File: src/alprr_regs.vh
// Purpose: Offsets, field positions and reset values of the alarm limit, hysteresis, power and reset registers
// Assumes: Register addresses are the 7-bit register pointer of the serial port
// Notes: Definitions only
`ifndef ALPRR_REGS_VH
`define ALPRR_REGS_VH
`define ALPRR_ADDR_W 7
`define ALPRR_DATA_W 16
`define ALPRR_OFF_R1_UPPER 7'h64
`define ALPRR_OFF_R1_LOWER 7'h65
`define ALPRR_OFF_R2_UPPER 7'h66
`define ALPRR_OFF_R2_LOWER 7'h67
`define ALPRR_OFF_HYS_CH01 7'h68
`define ALPRR_OFF_HYS_CH23 7'h69
`define ALPRR_OFF_HYS_TEMP 7'h6A
`define ALPRR_OFF_POWER 7'h6B
`define ALPRR_OFF_MODEL_ID 7'h6C
`define ALPRR_OFF_SOFT_RST 7'h7C
`define ALPRR_RST_UPPER 12'h7FF
`define ALPRR_RST_LOWER 12'h800
`define ALPRR_RST_HYS_CH 16'h0810
`define ALPRR_RST_HYS_TEMP 16'h2108
`define ALPRR_RST_POWER 16'h0000
`define ALPRR_MASK_LIMIT 16'h0FFF
`define ALPRR_MASK_HYS_CH 16'h7FFE
`define ALPRR_MASK_HYS_TEMP 16'h7FFF
`define ALPRR_MASK_POWER 16'h7FFE
`define ALPRR_SPI_RESET_KEY 16'h6600
`define ALPRR_BIT_CONV_ON 14
`define ALPRR_BIT_REFBUF_ON 13
`define ALPRR_DAC_MSB 12
`define ALPRR_DAC_LSB 1
`endif

File: src/alprr_bank.v
// Purpose: Alarm limit, hysteresis, power enable, identity and software reset registers
// Assumes: Serial port front end delivers decoded register accesses on clk; I2C mode is a plain input
// Notes: Software reset spares the DAC data, latch and clear registers held elsewhere
// Notes: Field outputs trail the stored words by one clock, the limit order flags as well
//
// What this block does
// - Remote sensor A upper limit at 64h, 12 bits, reset 07FFh.
// - Remote sensor A lower limit at 65h, 12 bits, reset 0800h.
// - Remote sensor B upper limit at 66h, 12 bits, reset 07FFh.
// - Remote sensor B lower limit at 67h, 12 bits, reset 0800h.
// - Limit bits 15..12 read zero and ignore writes.
// - Register 68h resets 0810h, channel 0 hysteresis 14..8, channel 1 7..1.
// - Register 69h resets 0810h, channel 2 hysteresis 14..8, channel 3 7..1.
// - Register 6Ah resets 2108h, five-bit sensor B, A, local hysteresis fields.
// - Temperature hysteresis counts one degree per step, 0 to 31, low bits zero.
// - Each alarm detector uses its own hysteresis value from these registers.
// - Power register 6Bh resets 0000h, all blocks start in low power.
// - Bit 14 set runs the converter, clear keeps it in low power.
// - Bit 13 set powers the reference buffer, clear keeps it off.
// - Bits 12..1 enable DAC0..DAC11; clear parks that DAC output to ground.
// - Read-only identity register at 6Ch returns fixed code; writes ignored.
// - Software reset via 7Ch restores defaults except DAC data, latch, clear.
// - Hardware reset restores every register including DAC data, latch, clear.
// - In SPI mode only a write of 6600h to 7Ch resets.
// - In I2C mode any write to 7Ch resets; reads return discardable data.
// - In I2C mode the reset register is one byte wide.
// - I2C reset write is start, address, 7Ch, one byte, stop, each acknowledged.
// - Upper limit must exceed lower, otherwise the input alarm stays flagged.
`timescale 1ns/10ps
`include "alprr_regs.vh"
module alprr_bank #(
    parameter [15:0] MODEL_CODE = 16'hA5C3 // Arbitrary value
)(
    input wire clk,
    input wire resetn,
    input wire i2c_mode,
    input wire wr_en,
    input wire rd_en,
    input wire [6:0] reg_addr,
    input wire [15:0] wr_data,
    output reg [15:0] rd_data,
    output reg rd_valid,
    output reg soft_reset_pulse,
    output reg hard_reset_pulse,
    output reg [11:0] remote_a_upper_limit_field,
    output reg [11:0] remote_a_lower_limit_field,
    output reg [11:0] remote_b_upper_limit_field,
    output reg [11:0] remote_b_lower_limit_field,
    output reg limit_order_bad_a,
    output reg limit_order_bad_b,
    output reg [6:0] chan0_hysteresis,
    output reg [6:0] chan1_hysteresis,
    output reg [6:0] chan2_hysteresis,
    output reg [6:0] chan3_hysteresis,
    output reg [7:0] remote_b_hysteresis,
    output reg [7:0] remote_a_hysteresis,
    output reg [7:0] local_temp_hysteresis,
    output reg converter_power_on,
    output reg refbuf_power_on,
    output reg [11:0] dac_power_on
);

    // Stored words; spare bits are kept at zero by the write masks
    reg [11:0] r1_upper_reg;
    reg [11:0] r1_lower_reg;
    reg [11:0] r2_upper_reg;
    reg [11:0] r2_lower_reg;
    reg [15:0] hys_ch01_reg;
    reg [15:0] hys_ch23_reg;
    reg [15:0] hys_temp_reg;
    reg [15:0] power_reg;
    // Next values of the stored words
    reg [11:0] r1_upper_next;
    reg [11:0] r1_lower_next;
    reg [11:0] r2_upper_next;
    reg [11:0] r2_lower_next;
    reg [15:0] hys_ch01_next;
    reg [15:0] hys_ch23_next;
    reg [15:0] hys_temp_next;
    reg [15:0] power_next;
    reg [15:0] rd_next;
    reg srst_req;
    reg seen_reset_reg;
    wire wr_soft;
    wire clear_all;
    // Write strobes, one per stored register
    wire wr_r1_upper;
    wire wr_r1_lower;
    wire wr_r2_upper;
    wire wr_r2_lower;
    wire wr_hys_ch01;
    wire wr_hys_ch23;
    wire wr_hys_temp;
    wire wr_power;
    integer i;

    // Signed compare: limits are twos complement temperatures
    function limit_bad;
        input [11:0] upper;
        input [11:0] lower;
        begin
            limit_bad = ($signed(upper) <= $signed(lower));
        end
    endfunction

    // One address compare shared by every write strobe and the reset trigger
    function addr_hit;
        input [6:0] addr;
        input [6:0] offset;
        begin
            addr_hit = (addr == offset);
        end
    endfunction

    // Temperature hysteresis is whole degrees; the three fraction bits stay zero
    // The detectors compare in eighth-degree units, so the field is shifted up here
    function [7:0] whole_degrees;
        input [4:0] steps;
        begin
            whole_degrees = {steps, 3'h0};
        end
    endfunction

    // Reset key check differs by port mode; I2C sees only one byte so any value counts
    assign wr_soft = wr_en && addr_hit(reg_addr, `ALPRR_OFF_SOFT_RST);
    always @*
    begin
        srst_req = 1'b0;
        if (wr_soft)
        begin
            if (i2c_mode)
                srst_req = 1'b1;
            else
                srst_req = (wr_data == `ALPRR_SPI_RESET_KEY);
        end
    end

    // Software reset clears this bank in the same edge as the write
    assign clear_all = ~resetn | srst_req;

    // Write strobes; the reset address is decoded apart because its data decides whether it acts
    assign wr_r1_upper = wr_en && addr_hit(reg_addr, `ALPRR_OFF_R1_UPPER);
    assign wr_r1_lower = wr_en && addr_hit(reg_addr, `ALPRR_OFF_R1_LOWER);
    assign wr_r2_upper = wr_en && addr_hit(reg_addr, `ALPRR_OFF_R2_UPPER);
    assign wr_r2_lower = wr_en && addr_hit(reg_addr, `ALPRR_OFF_R2_LOWER);
    assign wr_hys_ch01 = wr_en && addr_hit(reg_addr, `ALPRR_OFF_HYS_CH01);
    assign wr_hys_ch23 = wr_en && addr_hit(reg_addr, `ALPRR_OFF_HYS_CH23);
    assign wr_hys_temp = wr_en && addr_hit(reg_addr, `ALPRR_OFF_HYS_TEMP);
    assign wr_power = wr_en && addr_hit(reg_addr, `ALPRR_OFF_POWER);

    // Next values: any reset beats a write in the same cycle, then a masked write, else hold
    always @*
    begin
        // Hold is the default so no path leaves a latch
        r1_upper_next = r1_upper_reg;
        r1_lower_next = r1_lower_reg;
        r2_upper_next = r2_upper_reg;
        r2_lower_next = r2_lower_reg;
        hys_ch01_next = hys_ch01_reg;
        hys_ch23_next = hys_ch23_reg;
        hys_temp_next = hys_temp_reg;
        power_next = power_reg;
        if (clear_all)
        begin
            r1_upper_next = `ALPRR_RST_UPPER;
            r1_lower_next = `ALPRR_RST_LOWER;
            r2_upper_next = `ALPRR_RST_UPPER;
            r2_lower_next = `ALPRR_RST_LOWER;
            hys_ch01_next = `ALPRR_RST_HYS_CH;
            hys_ch23_next = `ALPRR_RST_HYS_CH;
            hys_temp_next = `ALPRR_RST_HYS_TEMP;
            power_next = `ALPRR_RST_POWER;
        end
        else
        begin
            // Limit bits 15..12 are never stored, so they cannot be written
            if (wr_r1_upper)
                r1_upper_next = wr_data[11:0];
            if (wr_r1_lower)
                r1_lower_next = wr_data[11:0];
            if (wr_r2_upper)
                r2_upper_next = wr_data[11:0];
            if (wr_r2_lower)
                r2_lower_next = wr_data[11:0];
            // Spare bits are masked on the way in, so reads return zero there
            if (wr_hys_ch01)
                hys_ch01_next = wr_data & `ALPRR_MASK_HYS_CH;
            if (wr_hys_ch23)
                hys_ch23_next = wr_data & `ALPRR_MASK_HYS_CH;
            if (wr_hys_temp)
                hys_temp_next = wr_data & `ALPRR_MASK_HYS_TEMP;
            if (wr_power)
                power_next = wr_data & `ALPRR_MASK_POWER;
            // Identity and unmapped writes match no strobe and fall away
        end
    end

    // Storage flops; reset and write priority live in the next-value logic above
    // Keeping the flops bare lets hardware and software reset share one path
    always @(posedge clk)
    begin
        r1_upper_reg <= r1_upper_next;
        r1_lower_reg <= r1_lower_next;
        r2_upper_reg <= r2_upper_next;
        r2_lower_reg <= r2_lower_next;
        hys_ch01_reg <= hys_ch01_next;
        hys_ch23_reg <= hys_ch23_next;
        hys_temp_reg <= hys_temp_next;
        power_reg <= power_next;
    end

    // Read mux; reserved bits come back zero
    // Identity word is a parameter so a new revision needs no new logic
    always @*
    begin
        case (reg_addr)
            `ALPRR_OFF_R1_UPPER: rd_next = {4'h0, r1_upper_reg};
            `ALPRR_OFF_R1_LOWER: rd_next = {4'h0, r1_lower_reg};
            `ALPRR_OFF_R2_UPPER: rd_next = {4'h0, r2_upper_reg};
            `ALPRR_OFF_R2_LOWER: rd_next = {4'h0, r2_lower_reg};
            `ALPRR_OFF_HYS_CH01: rd_next = hys_ch01_reg;
            `ALPRR_OFF_HYS_CH23: rd_next = hys_ch23_reg;
            `ALPRR_OFF_HYS_TEMP: rd_next = hys_temp_reg;
            `ALPRR_OFF_POWER: rd_next = power_reg;
            `ALPRR_OFF_MODEL_ID: rd_next = MODEL_CODE;
            default: rd_next = 16'h0000; // Reset register reads are undefined; zero chosen
        endcase
    end

    // Read answer registered one cycle after the strobe
    always @(posedge clk)
    begin
        if (!resetn)
        begin
            rd_data <= 16'h0000;
            rd_valid <= 1'b0;
        end
        else
        begin
            rd_valid <= rd_en;
            if (rd_en)
                rd_data <= rd_next;
        end
    end

    // Reset pulses so the DAC side knows which reset to honour; DAC data is kept on soft reset
    // Only a release of resetn raises the hard pulse; a soft reset never does
    always @(posedge clk)
    begin
        if (!resetn)
        begin
            seen_reset_reg <= 1'b1;
            soft_reset_pulse <= 1'b0;
            hard_reset_pulse <= 1'b0;
        end
        else
        begin
            seen_reset_reg <= 1'b0;
            hard_reset_pulse <= seen_reset_reg;
            soft_reset_pulse <= srst_req;
        end
    end

    // Limit fields and window order checks to the alarm detectors, one flop after storage
    always @(posedge clk)
    begin
        if (!resetn)
        begin
            remote_a_upper_limit_field <= `ALPRR_RST_UPPER;
            remote_a_lower_limit_field <= `ALPRR_RST_LOWER;
            remote_b_upper_limit_field <= `ALPRR_RST_UPPER;
            remote_b_lower_limit_field <= `ALPRR_RST_LOWER;
            limit_order_bad_a <= 1'b0;
            limit_order_bad_b <= 1'b0;
        end
        else
        begin
            remote_a_upper_limit_field <= r1_upper_reg;
            remote_a_lower_limit_field <= r1_lower_reg;
            remote_b_upper_limit_field <= r2_upper_reg;
            remote_b_lower_limit_field <= r2_lower_reg;
            // A misordered window forces that input's alarm on
            limit_order_bad_a <= limit_bad(r1_upper_reg, r1_lower_reg);
            limit_order_bad_b <= limit_bad(r2_upper_reg, r2_lower_reg);
        end
    end

    // Channel hysteresis in converter steps, one value per alarm detector
    always @(posedge clk)
    begin
        if (!resetn)
        begin
            chan0_hysteresis <= 7'h00;
            chan1_hysteresis <= 7'h00;
            chan2_hysteresis <= 7'h00;
            chan3_hysteresis <= 7'h00;
        end
        else
        begin
            chan0_hysteresis <= hys_ch01_reg[14:8];
            chan1_hysteresis <= hys_ch01_reg[7:1];
            chan2_hysteresis <= hys_ch23_reg[14:8];
            chan3_hysteresis <= hys_ch23_reg[7:1];
        end
    end

    // Temperature hysteresis for the sensor detectors
    // Zero for one clock after reset, then the register defaults show through
    always @(posedge clk)
    begin
        if (!resetn)
        begin
            remote_b_hysteresis <= 8'h00;
            remote_a_hysteresis <= 8'h00;
            local_temp_hysteresis <= 8'h00;
        end
        else
        begin
            remote_b_hysteresis <= whole_degrees(hys_temp_reg[14:10]);
            remote_a_hysteresis <= whole_degrees(hys_temp_reg[9:5]);
            local_temp_hysteresis <= whole_degrees(hys_temp_reg[4:0]);
        end
    end

    // Power switches: a cleared bit keeps that block in low power
    always @(posedge clk)
    begin
        if (!resetn)
        begin
            converter_power_on <= 1'b0;
            refbuf_power_on <= 1'b0;
            dac_power_on <= 12'h000;
        end
        else
        begin
            converter_power_on <= power_reg[`ALPRR_BIT_CONV_ON];
            refbuf_power_on <= power_reg[`ALPRR_BIT_REFBUF_ON];
            // Bit 12 is DAC0, bit 1 is DAC11; one bit each so a channel parks alone
            for (i = 0; i < 12; i = i + 1)
                dac_power_on[i] <= power_reg[`ALPRR_DAC_MSB - i];
        end
    end

endmodule

File: config.mk
export PLATFORM = sky130hd
export DESIGN_NAME = alprr_bank
export DESIGN_NICKNAME = d
export VERILOG_FILES = /design/src/alprr_bank.v
export VERILOG_INCLUDE_DIRS = /design/src /design/src/src
export SDC_FILE = /design/constraint.sdc
export NUM_CORES = 1
export LEC_CHECK = 0
export ABC_AREA = 1
export ABC_CLOCK_PERIOD_IN_PS = 2100
export BUFFER_PORTS_ARGS = -buffer_cell sky130_fd_sc_hd__buf_4
export CORE_ASPECT_RATIO = 1.2
export CORE_UTILIZATION = 55
export CTS_CLUSTER_DIAMETER = 80
export DETAILED_ROUTE_END_ITERATION = 10
export GPL_TIMING_DRIVEN = 1
export PLACE_DENSITY = 0.78
export SYNTH_ARGS = -nofsm -noshare
export SYNTH_HDL_FRONTEND = slang
export SYNTH_SLANG_ARGS = --single-unit
File: constraint.sdc
create_clock -name clk -period 2.1 [get_ports clk]
set_clock_uncertainty 0.2 [all_clocks]
set_input_delay 0 -clock clk [delete_from_list [all_inputs] [get_ports clk]]
set_output_delay 0 -clock clk [all_outputs]
set_load 0.005 [all_outputs]
* Word-level counts from Yosys, hierarchy flattened *
Index checks and enable logic that the tools add are counted.

word-level totals
  output and inout bits = 135
  bits in registers = 241
  memory bits (read-only) = 0
  memory bits (writable) = 0
  memories = 0
  bits in latches = 0
  input port bits = 28

operators by class
  $add $sub $neg = 0
  bitwise operators = 2
  equal/unequal tests = 11
  $mul = 0
  $lt $le $gt $ge = 2
  reductions and logical operators = 9
  shifts and indexed selects = 0
  multiplexer cells = 4
  div/mod/pow operators = 0

operators with widths
  cell                                                               count
  16-bit one-hot mux with 9 select lines                             1
  7-bit == test, second input constant                               10
  12-bit less-or-equal comparator                                    2
  16-bit by 15-bit == test with 1-bit output, second input constant  1
  1-bit logical AND                                                  9
  1-bit 2-to-1 mux                                                   3
  1-bit NOT                                                          1
  1-bit OR                                                           1

* Longest topological paths before layout *
Gate-level depths: netlist of the first run.

  depth after elaboration = 4
  depth in mapped cells = 12

* Worst setup path after synthesis of the first run *
No wires, ideal clock.

  path kind = reg-to-reg
  start point = register r1_lower_reg[11]
  end point = register limit_order_bad_a
  clock period less this slack = 1627 ps
  setup slack = 473 ps
  required time = 1790 ps
  arrival = 1317 ps
  stages on the path, launching flop included = 11
  cells stage by stage = dfxtp_1 -> inv_1 -> ha_1 -> nand2_1 -> nor2_1 -> nor2b_1 -> nand2_1 -> nand4_1 -> nand3_1 -> nand2_1 -> inv_1

between the ends
  longest elaborated chain between the ends = 1

ends and longest elaborated chain
  what                             RTL line          text
  from (decl)                      alprr_bank.v:65   reg [11:0] r1_lower_reg;
  from (signal assigned)           alprr_bank.v:203  r1_lower_reg <= r1_lower_next;
  12-bit less-or-equal comparator  alprr_bank.v:102  limit_bad = ($signed(upper) <= $signed(lower));
  to (signal assigned)             alprr_bank.v:283  limit_order_bad_a <= limit_bad(r1_upper_reg, r1_lower_reg);
  to (decl)                        alprr_bank.v:49   output reg limit_order_bad_a,

Every way passes these cells.
A chain may end at the register's enable or synchronous reset.

* Worst setup path after layout of the first run *
  start point = input port wr_data[11]
  end point = register hys_ch01_reg[12]

between the ends
  longest elaborated chain between the ends = 4

ends and longest elaborated chain
  what                                                         RTL line          text
  from (decl)                                                  alprr_bank.v:40   input wire [15:0] wr_data,
  16-bit by 15-bit == test with 1-bit output (no source line)  -
  1-bit 2-to-1 mux                                             alprr_bank.v:131  if (i2c_mode)
  1-bit 2-to-1 mux                                             alprr_bank.v:129  if (wr_soft)
  1-bit OR                                                     alprr_bank.v:139  assign clear_all = ~resetn | srst_req;
  to (signal assigned)                                         alprr_bank.v:206  hys_ch01_reg <= hys_ch01_next;
  to (decl)                                                    alprr_bank.v:68   reg [15:0] hys_ch01_reg;

Every way passes these cells.

==> results of run 1 <==
## cells in the mapped netlist
master / instances
nand3_2: 3
nand3_1: 88
a21oi_1: 26
ha_1: 24
o21ai_1: 18
or2_2: 18
nor2_1: 123
nand2_2: 4
dfxtp_1: 232
clkbuf_2: 1
inv_1: 220
nor4_1: 2
nor2_4: 7
o21a_1: 2
nand4_1: 16
nand2_1: 300
buf_2: 17
clkbuf_1: 30
nand3b_1: 28
nor2_2: 1
o21ai_0: 98
buf_6: 10
inv_2: 3
nand2_4: 2
buf_4: 16
nor2b_1: 2
conb_1: 1
nand3_4: 2
and3_1: 2
## worst reg2reg max path: stages (launching register included)
cell and delay (ns):
dfxtp_1 0.33, inv_1 0.09, ha_1 0.36, nand2_1 0.09
nor2_1 0.13, nor2b_2 0.21, nand2_1 0.09, nand4_1 0.07
nand3_1 0.09, nand2_1 0.06, inv_1 0.04
## power by group through the flow
stage / Sequential (W) / Clock (W) / Combinational, W
5_1_grt: 0.00443 / 0.00421 / 0.000460
3_5_place_dp: 0.00453 / 0 / 0.000365
4_1_cts: 0.00443 / 0.00401 / 0.000403
6_report: 0.00443 / 0.00399 / 0.000436
3_3_place_gp: 0.00453 / 0 / 0.000362
2_1_floorplan: 0.00453 / 0 / 0.000211
## cell families (layout without fill, tap and decap cells)
family / after synthesis / in the layout / share of synthesized area
compound gates: 144 / 144 / 0.0753
other cells: 1 / 9 / 0.000389
flops: 232 / 232 / 0.482
fa+ha+maj: 24 / 24 / 0.0312
simple gates: 598 / 598 / 0.279
buf+inv: 297 / 489 / 0.132
## routing by layer
layer,track usage,wire length [um],vias up
li1,-,-,4331
met1,0.410,11100,3991
met5,0,0,-
met2,0.476,12600,492
met4,0.165,1520,0
met3,0.0559,2620,106
## final cells by class
| class | count | area [um2] |
|---|---|---|
| clock inverters | 4 | 47.5 |
| inverters | 223 | 840 |
| clock buffers | 36 | 684 |
| fillers | 1379 | 4840 |
| well taps | 216 | 270 |
| multi-input cells | 775 | 3760 |
| repair buffers | 226 | 1890 |
| flip-flops and latches | 232 | 4640 |
## path summary, 6_finish.rpt
check / depth (start not counted) / endpoint
max reg2reg: 10 / limit_order_bad_b$_SDFF_PN0_
min: 7 / power_reg[4]$_SDFFE_PP0P_
min reg2reg: 2 / hard_reset_pulse$_SDFF_PN0_
max: 12 / hys_ch01_reg[12]$_SDFFE_PP0P_
## stage by stage
stage | power (W) | setup slack (ns)
floorplan | 0.00474 | 0.473
global placement | 0.00489 | 0.278
detailed placement | 0.00490 | 0.276
CTS | 0.00885 | 0.0171
global route | 0.00910 | -0.0107
finish | 0.00886 | 0.0958
## timing repair
item / CTS / global route
hold endpoints to repair: 213 / 0
endpoints found under the setup margin: 0 / 12
hold buffers: 42 / 0
resized for setup: 0 / 6
buffers inserted: 0 / 2
==> flow_summary.yaml, run 1 <==
grt:
  grt_max_degree: 54
  grt_pass1_vias: 8184
  grt_pass1_wl_um: 43200
  grt.overflow.total: 0
  antenna_found_initial: 1
  grt_usage: 0.310
critical_path:
  path_buf_inv: 5
  cp-start-kind: "input pin"
  path_cells: "dlygate4sd3_1 > buf_4 > inv_1 > nand4_1 > nor2_2 > nand3_1 > nand2_1 > nand2_2 > nand2_4 > buf_12 > nor2_1 > dlygate4sd3_1"
  critPathCaptureType: "register"
  cp_slowest_cell: "dlygate4sd3_1"
  cp_slowest_stage_delay_ns: 0.56
  crit_start: "wr_data[11]"
  crit_required_ns: 2.28
  crit_fanout: 9
  r2r_slack_ns: 0.24
  cp_top_family: "buffers and inverters"
  crit_type: "input pin to register"
  reg2reg_from: "r2_lower_reg[11]$_SDFFE_PP1P_"
  cp.arrival_ns: 2.19
  cp_common_cell: "dlygate4sd3_1"
synthesis:
  syn_inst: 1296
  synth_area_leaders: "dfxtp_1 (48%), nand2_1 (12%), inv_1 (8.6%)"
  synth_seq_cells: 232
  yosys_warnings: 0
  synth_top_area_cell: "dfxtp_1"
  synth.distinct_cells: 29
  syn_area_um2: 9630
  syn_avg_cell_area_um2: 7.43
  synth_top_area_frac: 0.482
  synth_seq_area_share: 0.482
route:
  wl_per_cell_um: 16.3
  routed_wl_um: 27900
  routed-via-count: 8920
  first_pass_iters: 7
  antenna_left: 0
  avgViaCountPerCell: 5.21
  first_iter_violations: 847
  drc: 0
clock_network:
  clk_latency_ns: 0.51
  cts_tree: "built"
  cts_buffer_depth: 3
  htreeDepth: 1
  clock_tree.root_cell: "clkbuf_16"
  numCtsBuffers: 22
  clk_pin_slew_ns: 0.06
  cts.sinks: 232
power_and_ir_drop:
  cellInternalPower_w: 0.00692
  seq_power_share: 0.500
  power.density_nw_per_um2: 730
  leakage_nw: 5.88
  power_frac_clock: 0.451
  power_frac_comb: 0.049
  irDropWorstVdd_uv: 581
  switching_share: 0.219
  switching_power_w: 0.00194
sta:
  hold_ws_ns: 0.0163
  timing.setup.tns_ns: 0
  tightest_slew_ns: 0.516
  max_freq_ghz: 0.499
  slew_viol_final: 0
  setup_viol: 0
  post-route-min-period_ns: 2.00
  relSlewSlack: 0.655
  finalHoldViolations: 0
  period_share: 0.954
floorplan:
  coreArea_um2: 17000
  ios: 163
  die_w_um: 123
  die_h_um: 147
  rows: 52
  die_area_um2: 18100
  initial_utilization: 0.567
placed_design:
  dp_cells: 1625
  io_buffer_count: 153
  placed_area_um2: 10900
  gp_congestion: 0.963
  hpwl_um: 18900
cells_and_area:
  final_common_cell: "nand2_1"
  final_area_um2: 12100
  final_core_util: 0.715
  fin_nets: 1532
  layout_common_cells: "nand2_1 (300), dfxtp_1 (232), inv_1 (219)"
  diodes: 0
  syn_to_final_growth_pct: 26.0
  drive_gt1_frac: 0.174
  instances_no_fill: 1712
  largest_reg_flops: 16
min_path:
  hp-class: "input pin to register"
  worstHoldStart: "reg_addr[4]"
flow_run:
  max_cap_violations: 0
run_status:
  status: "finished clean"
No activity file was read; power rests on OpenSTA's default activity.
==> run 2: changes to the inputs <==
--- a/config.mk
+++ b/config.mk
@@ -12,6 +12,7 @@
 export CORE_ASPECT_RATIO = 1.2
 export CORE_UTILIZATION = 55
 export CTS_CLUSTER_DIAMETER = 80
+export CTS_CLUSTER_SIZE = 28
 export DETAILED_ROUTE_END_ITERATION = 10
 export GPL_TIMING_DRIVEN = 1
 export PLACE_DENSITY = 0.78
==> constraint.sdc (replaced) <==
create_clock -name clk -period 2.1 [get_ports clk]
set_clock_uncertainty 0.2 [all_clocks]
set_input_delay 0.42 -clock clk [delete_from_list [all_inputs] [get_ports clk]]
set_output_delay 0.42 -clock clk [all_outputs]
set_load 0.005 [all_outputs]
==> run 2 against run 1 <==
Effect of this change:
- count of clock-buffer cells in the layout is 23 lower
- critical path type is now register to register
- combinational power is 9.6% lower
- sequential share of layout area is 2.5 points higher
- highest routed layer unchanged
- first-iteration DRC count is 1.3% lower
- maximum frequency is 7.1% higher
- largest power group unchanged
- via count is 3.1% lower
- design area is 6.1% lower
- die area stayed put
- non-clock buffer count is 30 lower
- critical endpoint is now limit_order_bad_a$_SDFF_PN0_
- flip-flop and latch count stayed put
- clock power is 37% lower
==> flow_summary.yaml, run 2 (synthesis results as in run 1) <==
clock_network:
  clock_tree.root_cell: "clkbuf_16"
  ctsHoldBuffers: 0
  cts_buffer_depth: 3
  cts_tree: "built"
  cts_resized: 0
  clk_pin_slew_ns: 0.10
  postCtsSetupRepairBufs: 0
  clk_latency_ns: 0.48
  htreeDepth: 1
  numCtsBuffers: 12
  cts.sinks: 232
route:
  routed_wl_um: 26600
  first_pass_iters: 6
  drc: 0
  routed-via-count: 8645
  wl_per_cell_um: 16.1
  avgViaCountPerCell: 5.22
  antenna_left: 0
  first_iter_violations: 836
placed_design:
  placed_area_um2: 11100
  post-place-ws_ns: 0.0234
  dp_cells: 1642
  hpwl_um: 19400
  io_buffer_count: 153
  gp_congestion: 0.960
cells_and_area:
  final_area_um2: 11400
  diodes: 0
  instances_no_fill: 1656
  drive_gt1_frac: 0.174
  layout_common_cells: "nand2_1 (300), dfxtp_1 (232), inv_1 (220)"
  largest_reg_flops: 16
  syn_to_final_growth_pct: 18.4
  final_common_cell: "nand2_1"
  fin_nets: 1492
critical_path:
  critPathCaptureType: "register"
  cp.arrival_ns: 2.06
  crit_required_ns: 2.28
  cp-start-kind: "register"
  crit_type: "register to register"
  crit_fanout: 4
sta:
  rsz0062_at_grt: "no"
  tightest_slew_ns: 0.552
  worst_slack_ns: 0.229
  slew_viol_final: 0
  timing.setup.tns_ns: 0
  relSlewSlack: 0.632
  max_freq_ghz: 0.534
  setup_viol: 0
  period_share: 0.891
  finalHoldViolations: 0
  post-route-min-period_ns: 1.87
floorplan:
  ios: 163
  die_h_um: 147
  die_w_um: 123
  initial_utilization: 0.567
  die_area_um2: 18100
  coreArea_um2: 17000
  rows: 52
power_and_ir_drop:
  irDropWorstVdd_uv: 608
  leakage_nw: 5.57
  power.density_nw_per_um2: 644
grt:
  grt_pass1_wl_um: 41500
  antenna_found_initial: 0
  grt_usage: 0.298
  grt_max_degree: 68
  grt_pass1_vias: 7779
  grt.overflow.total: 0
run_status:
  status: "finished clean"
min_path:
  hp-class: "input pin to register"
flow_run:
  max_cap_violations: 0
run 2: cell count changes in the layout (fill, tap and decap cells not counted), moves of 4 or more:
cell,delta
buf_4,+11
buf_12,+4
dlygate4sd3_1,-42
clkbuf_16,-13
clkbuf_8,-6
clkbuf_1,-7
run 2: layout make-up:
type                    instances  area [um2]
fillers                      1486        5580
flip-flops and latches        232        4640
multi-input cells             775        3750
repair buffers                196        1560
inverters                     223         837
clock buffers                  13         325
well taps                     216         270
clock inverters                 1        20.0
run 2: report_power, final:
group	internal [W]	total, W	switching, W
registers	0.00442	0.00443	0.0000111
clock network	0.00114	0.00252	0.00138
logic	0.000129	0.000394	0.000265
run 2: through the flow:
stage	utilization	power, W	hold WS [ns]
6_report	0.671	0.00735	0.0171
5_1_grt	0.671	0.00758	0.0244
4_1_cts	0.671	0.00738	0.0140
3_5_place_dp	0.651	0.00491	0.210
3_3_place_gp	0.651	0.00491	0.196
2_1_floorplan	-	0.00474	0.190
run 2: metal layers:
metal	wire [um]	vias up	global-route usage
li1	-	4218	-
met4	1080	0	0.122
met2	12100	426	0.470
met1	11100	3935	0.407
met5	0	-	0
met3	2300	66	0.0415
run 2: final timing paths:
path	endpoint	slack (ns)	cells after the start	startpoint
worst min register to register	hard_reset_pulse$_SDFF_PN0_	0.23	2	seen_reset_reg$_DFF_P_
worst max register to register	limit_order_bad_a$_SDFF_PN0_	0.23	10	r1_lower_reg[11]$_SDFFE_PP1P_
worst max-delay path	limit_order_bad_a$_SDFF_PN0_	0.23	10	r1_lower_reg[11]$_SDFFE_PP1P_
worst min-delay path	r2_lower_reg[11]$_SDFFE_PP1P_	0.02	3	wr_data[11]
run 2: worst max-delay path: stages, from the launching register on:
cell	delay [ns]
dfxtp_1	0.38
inv_1	0.10
ha_1	0.33
nand2_1	0.08
nor2_1	0.13
nor2b_1	0.19
nand2_1	0.09
nand4_1	0.08
nand3_1	0.08
nand2_1	0.07
inv_1	0.04
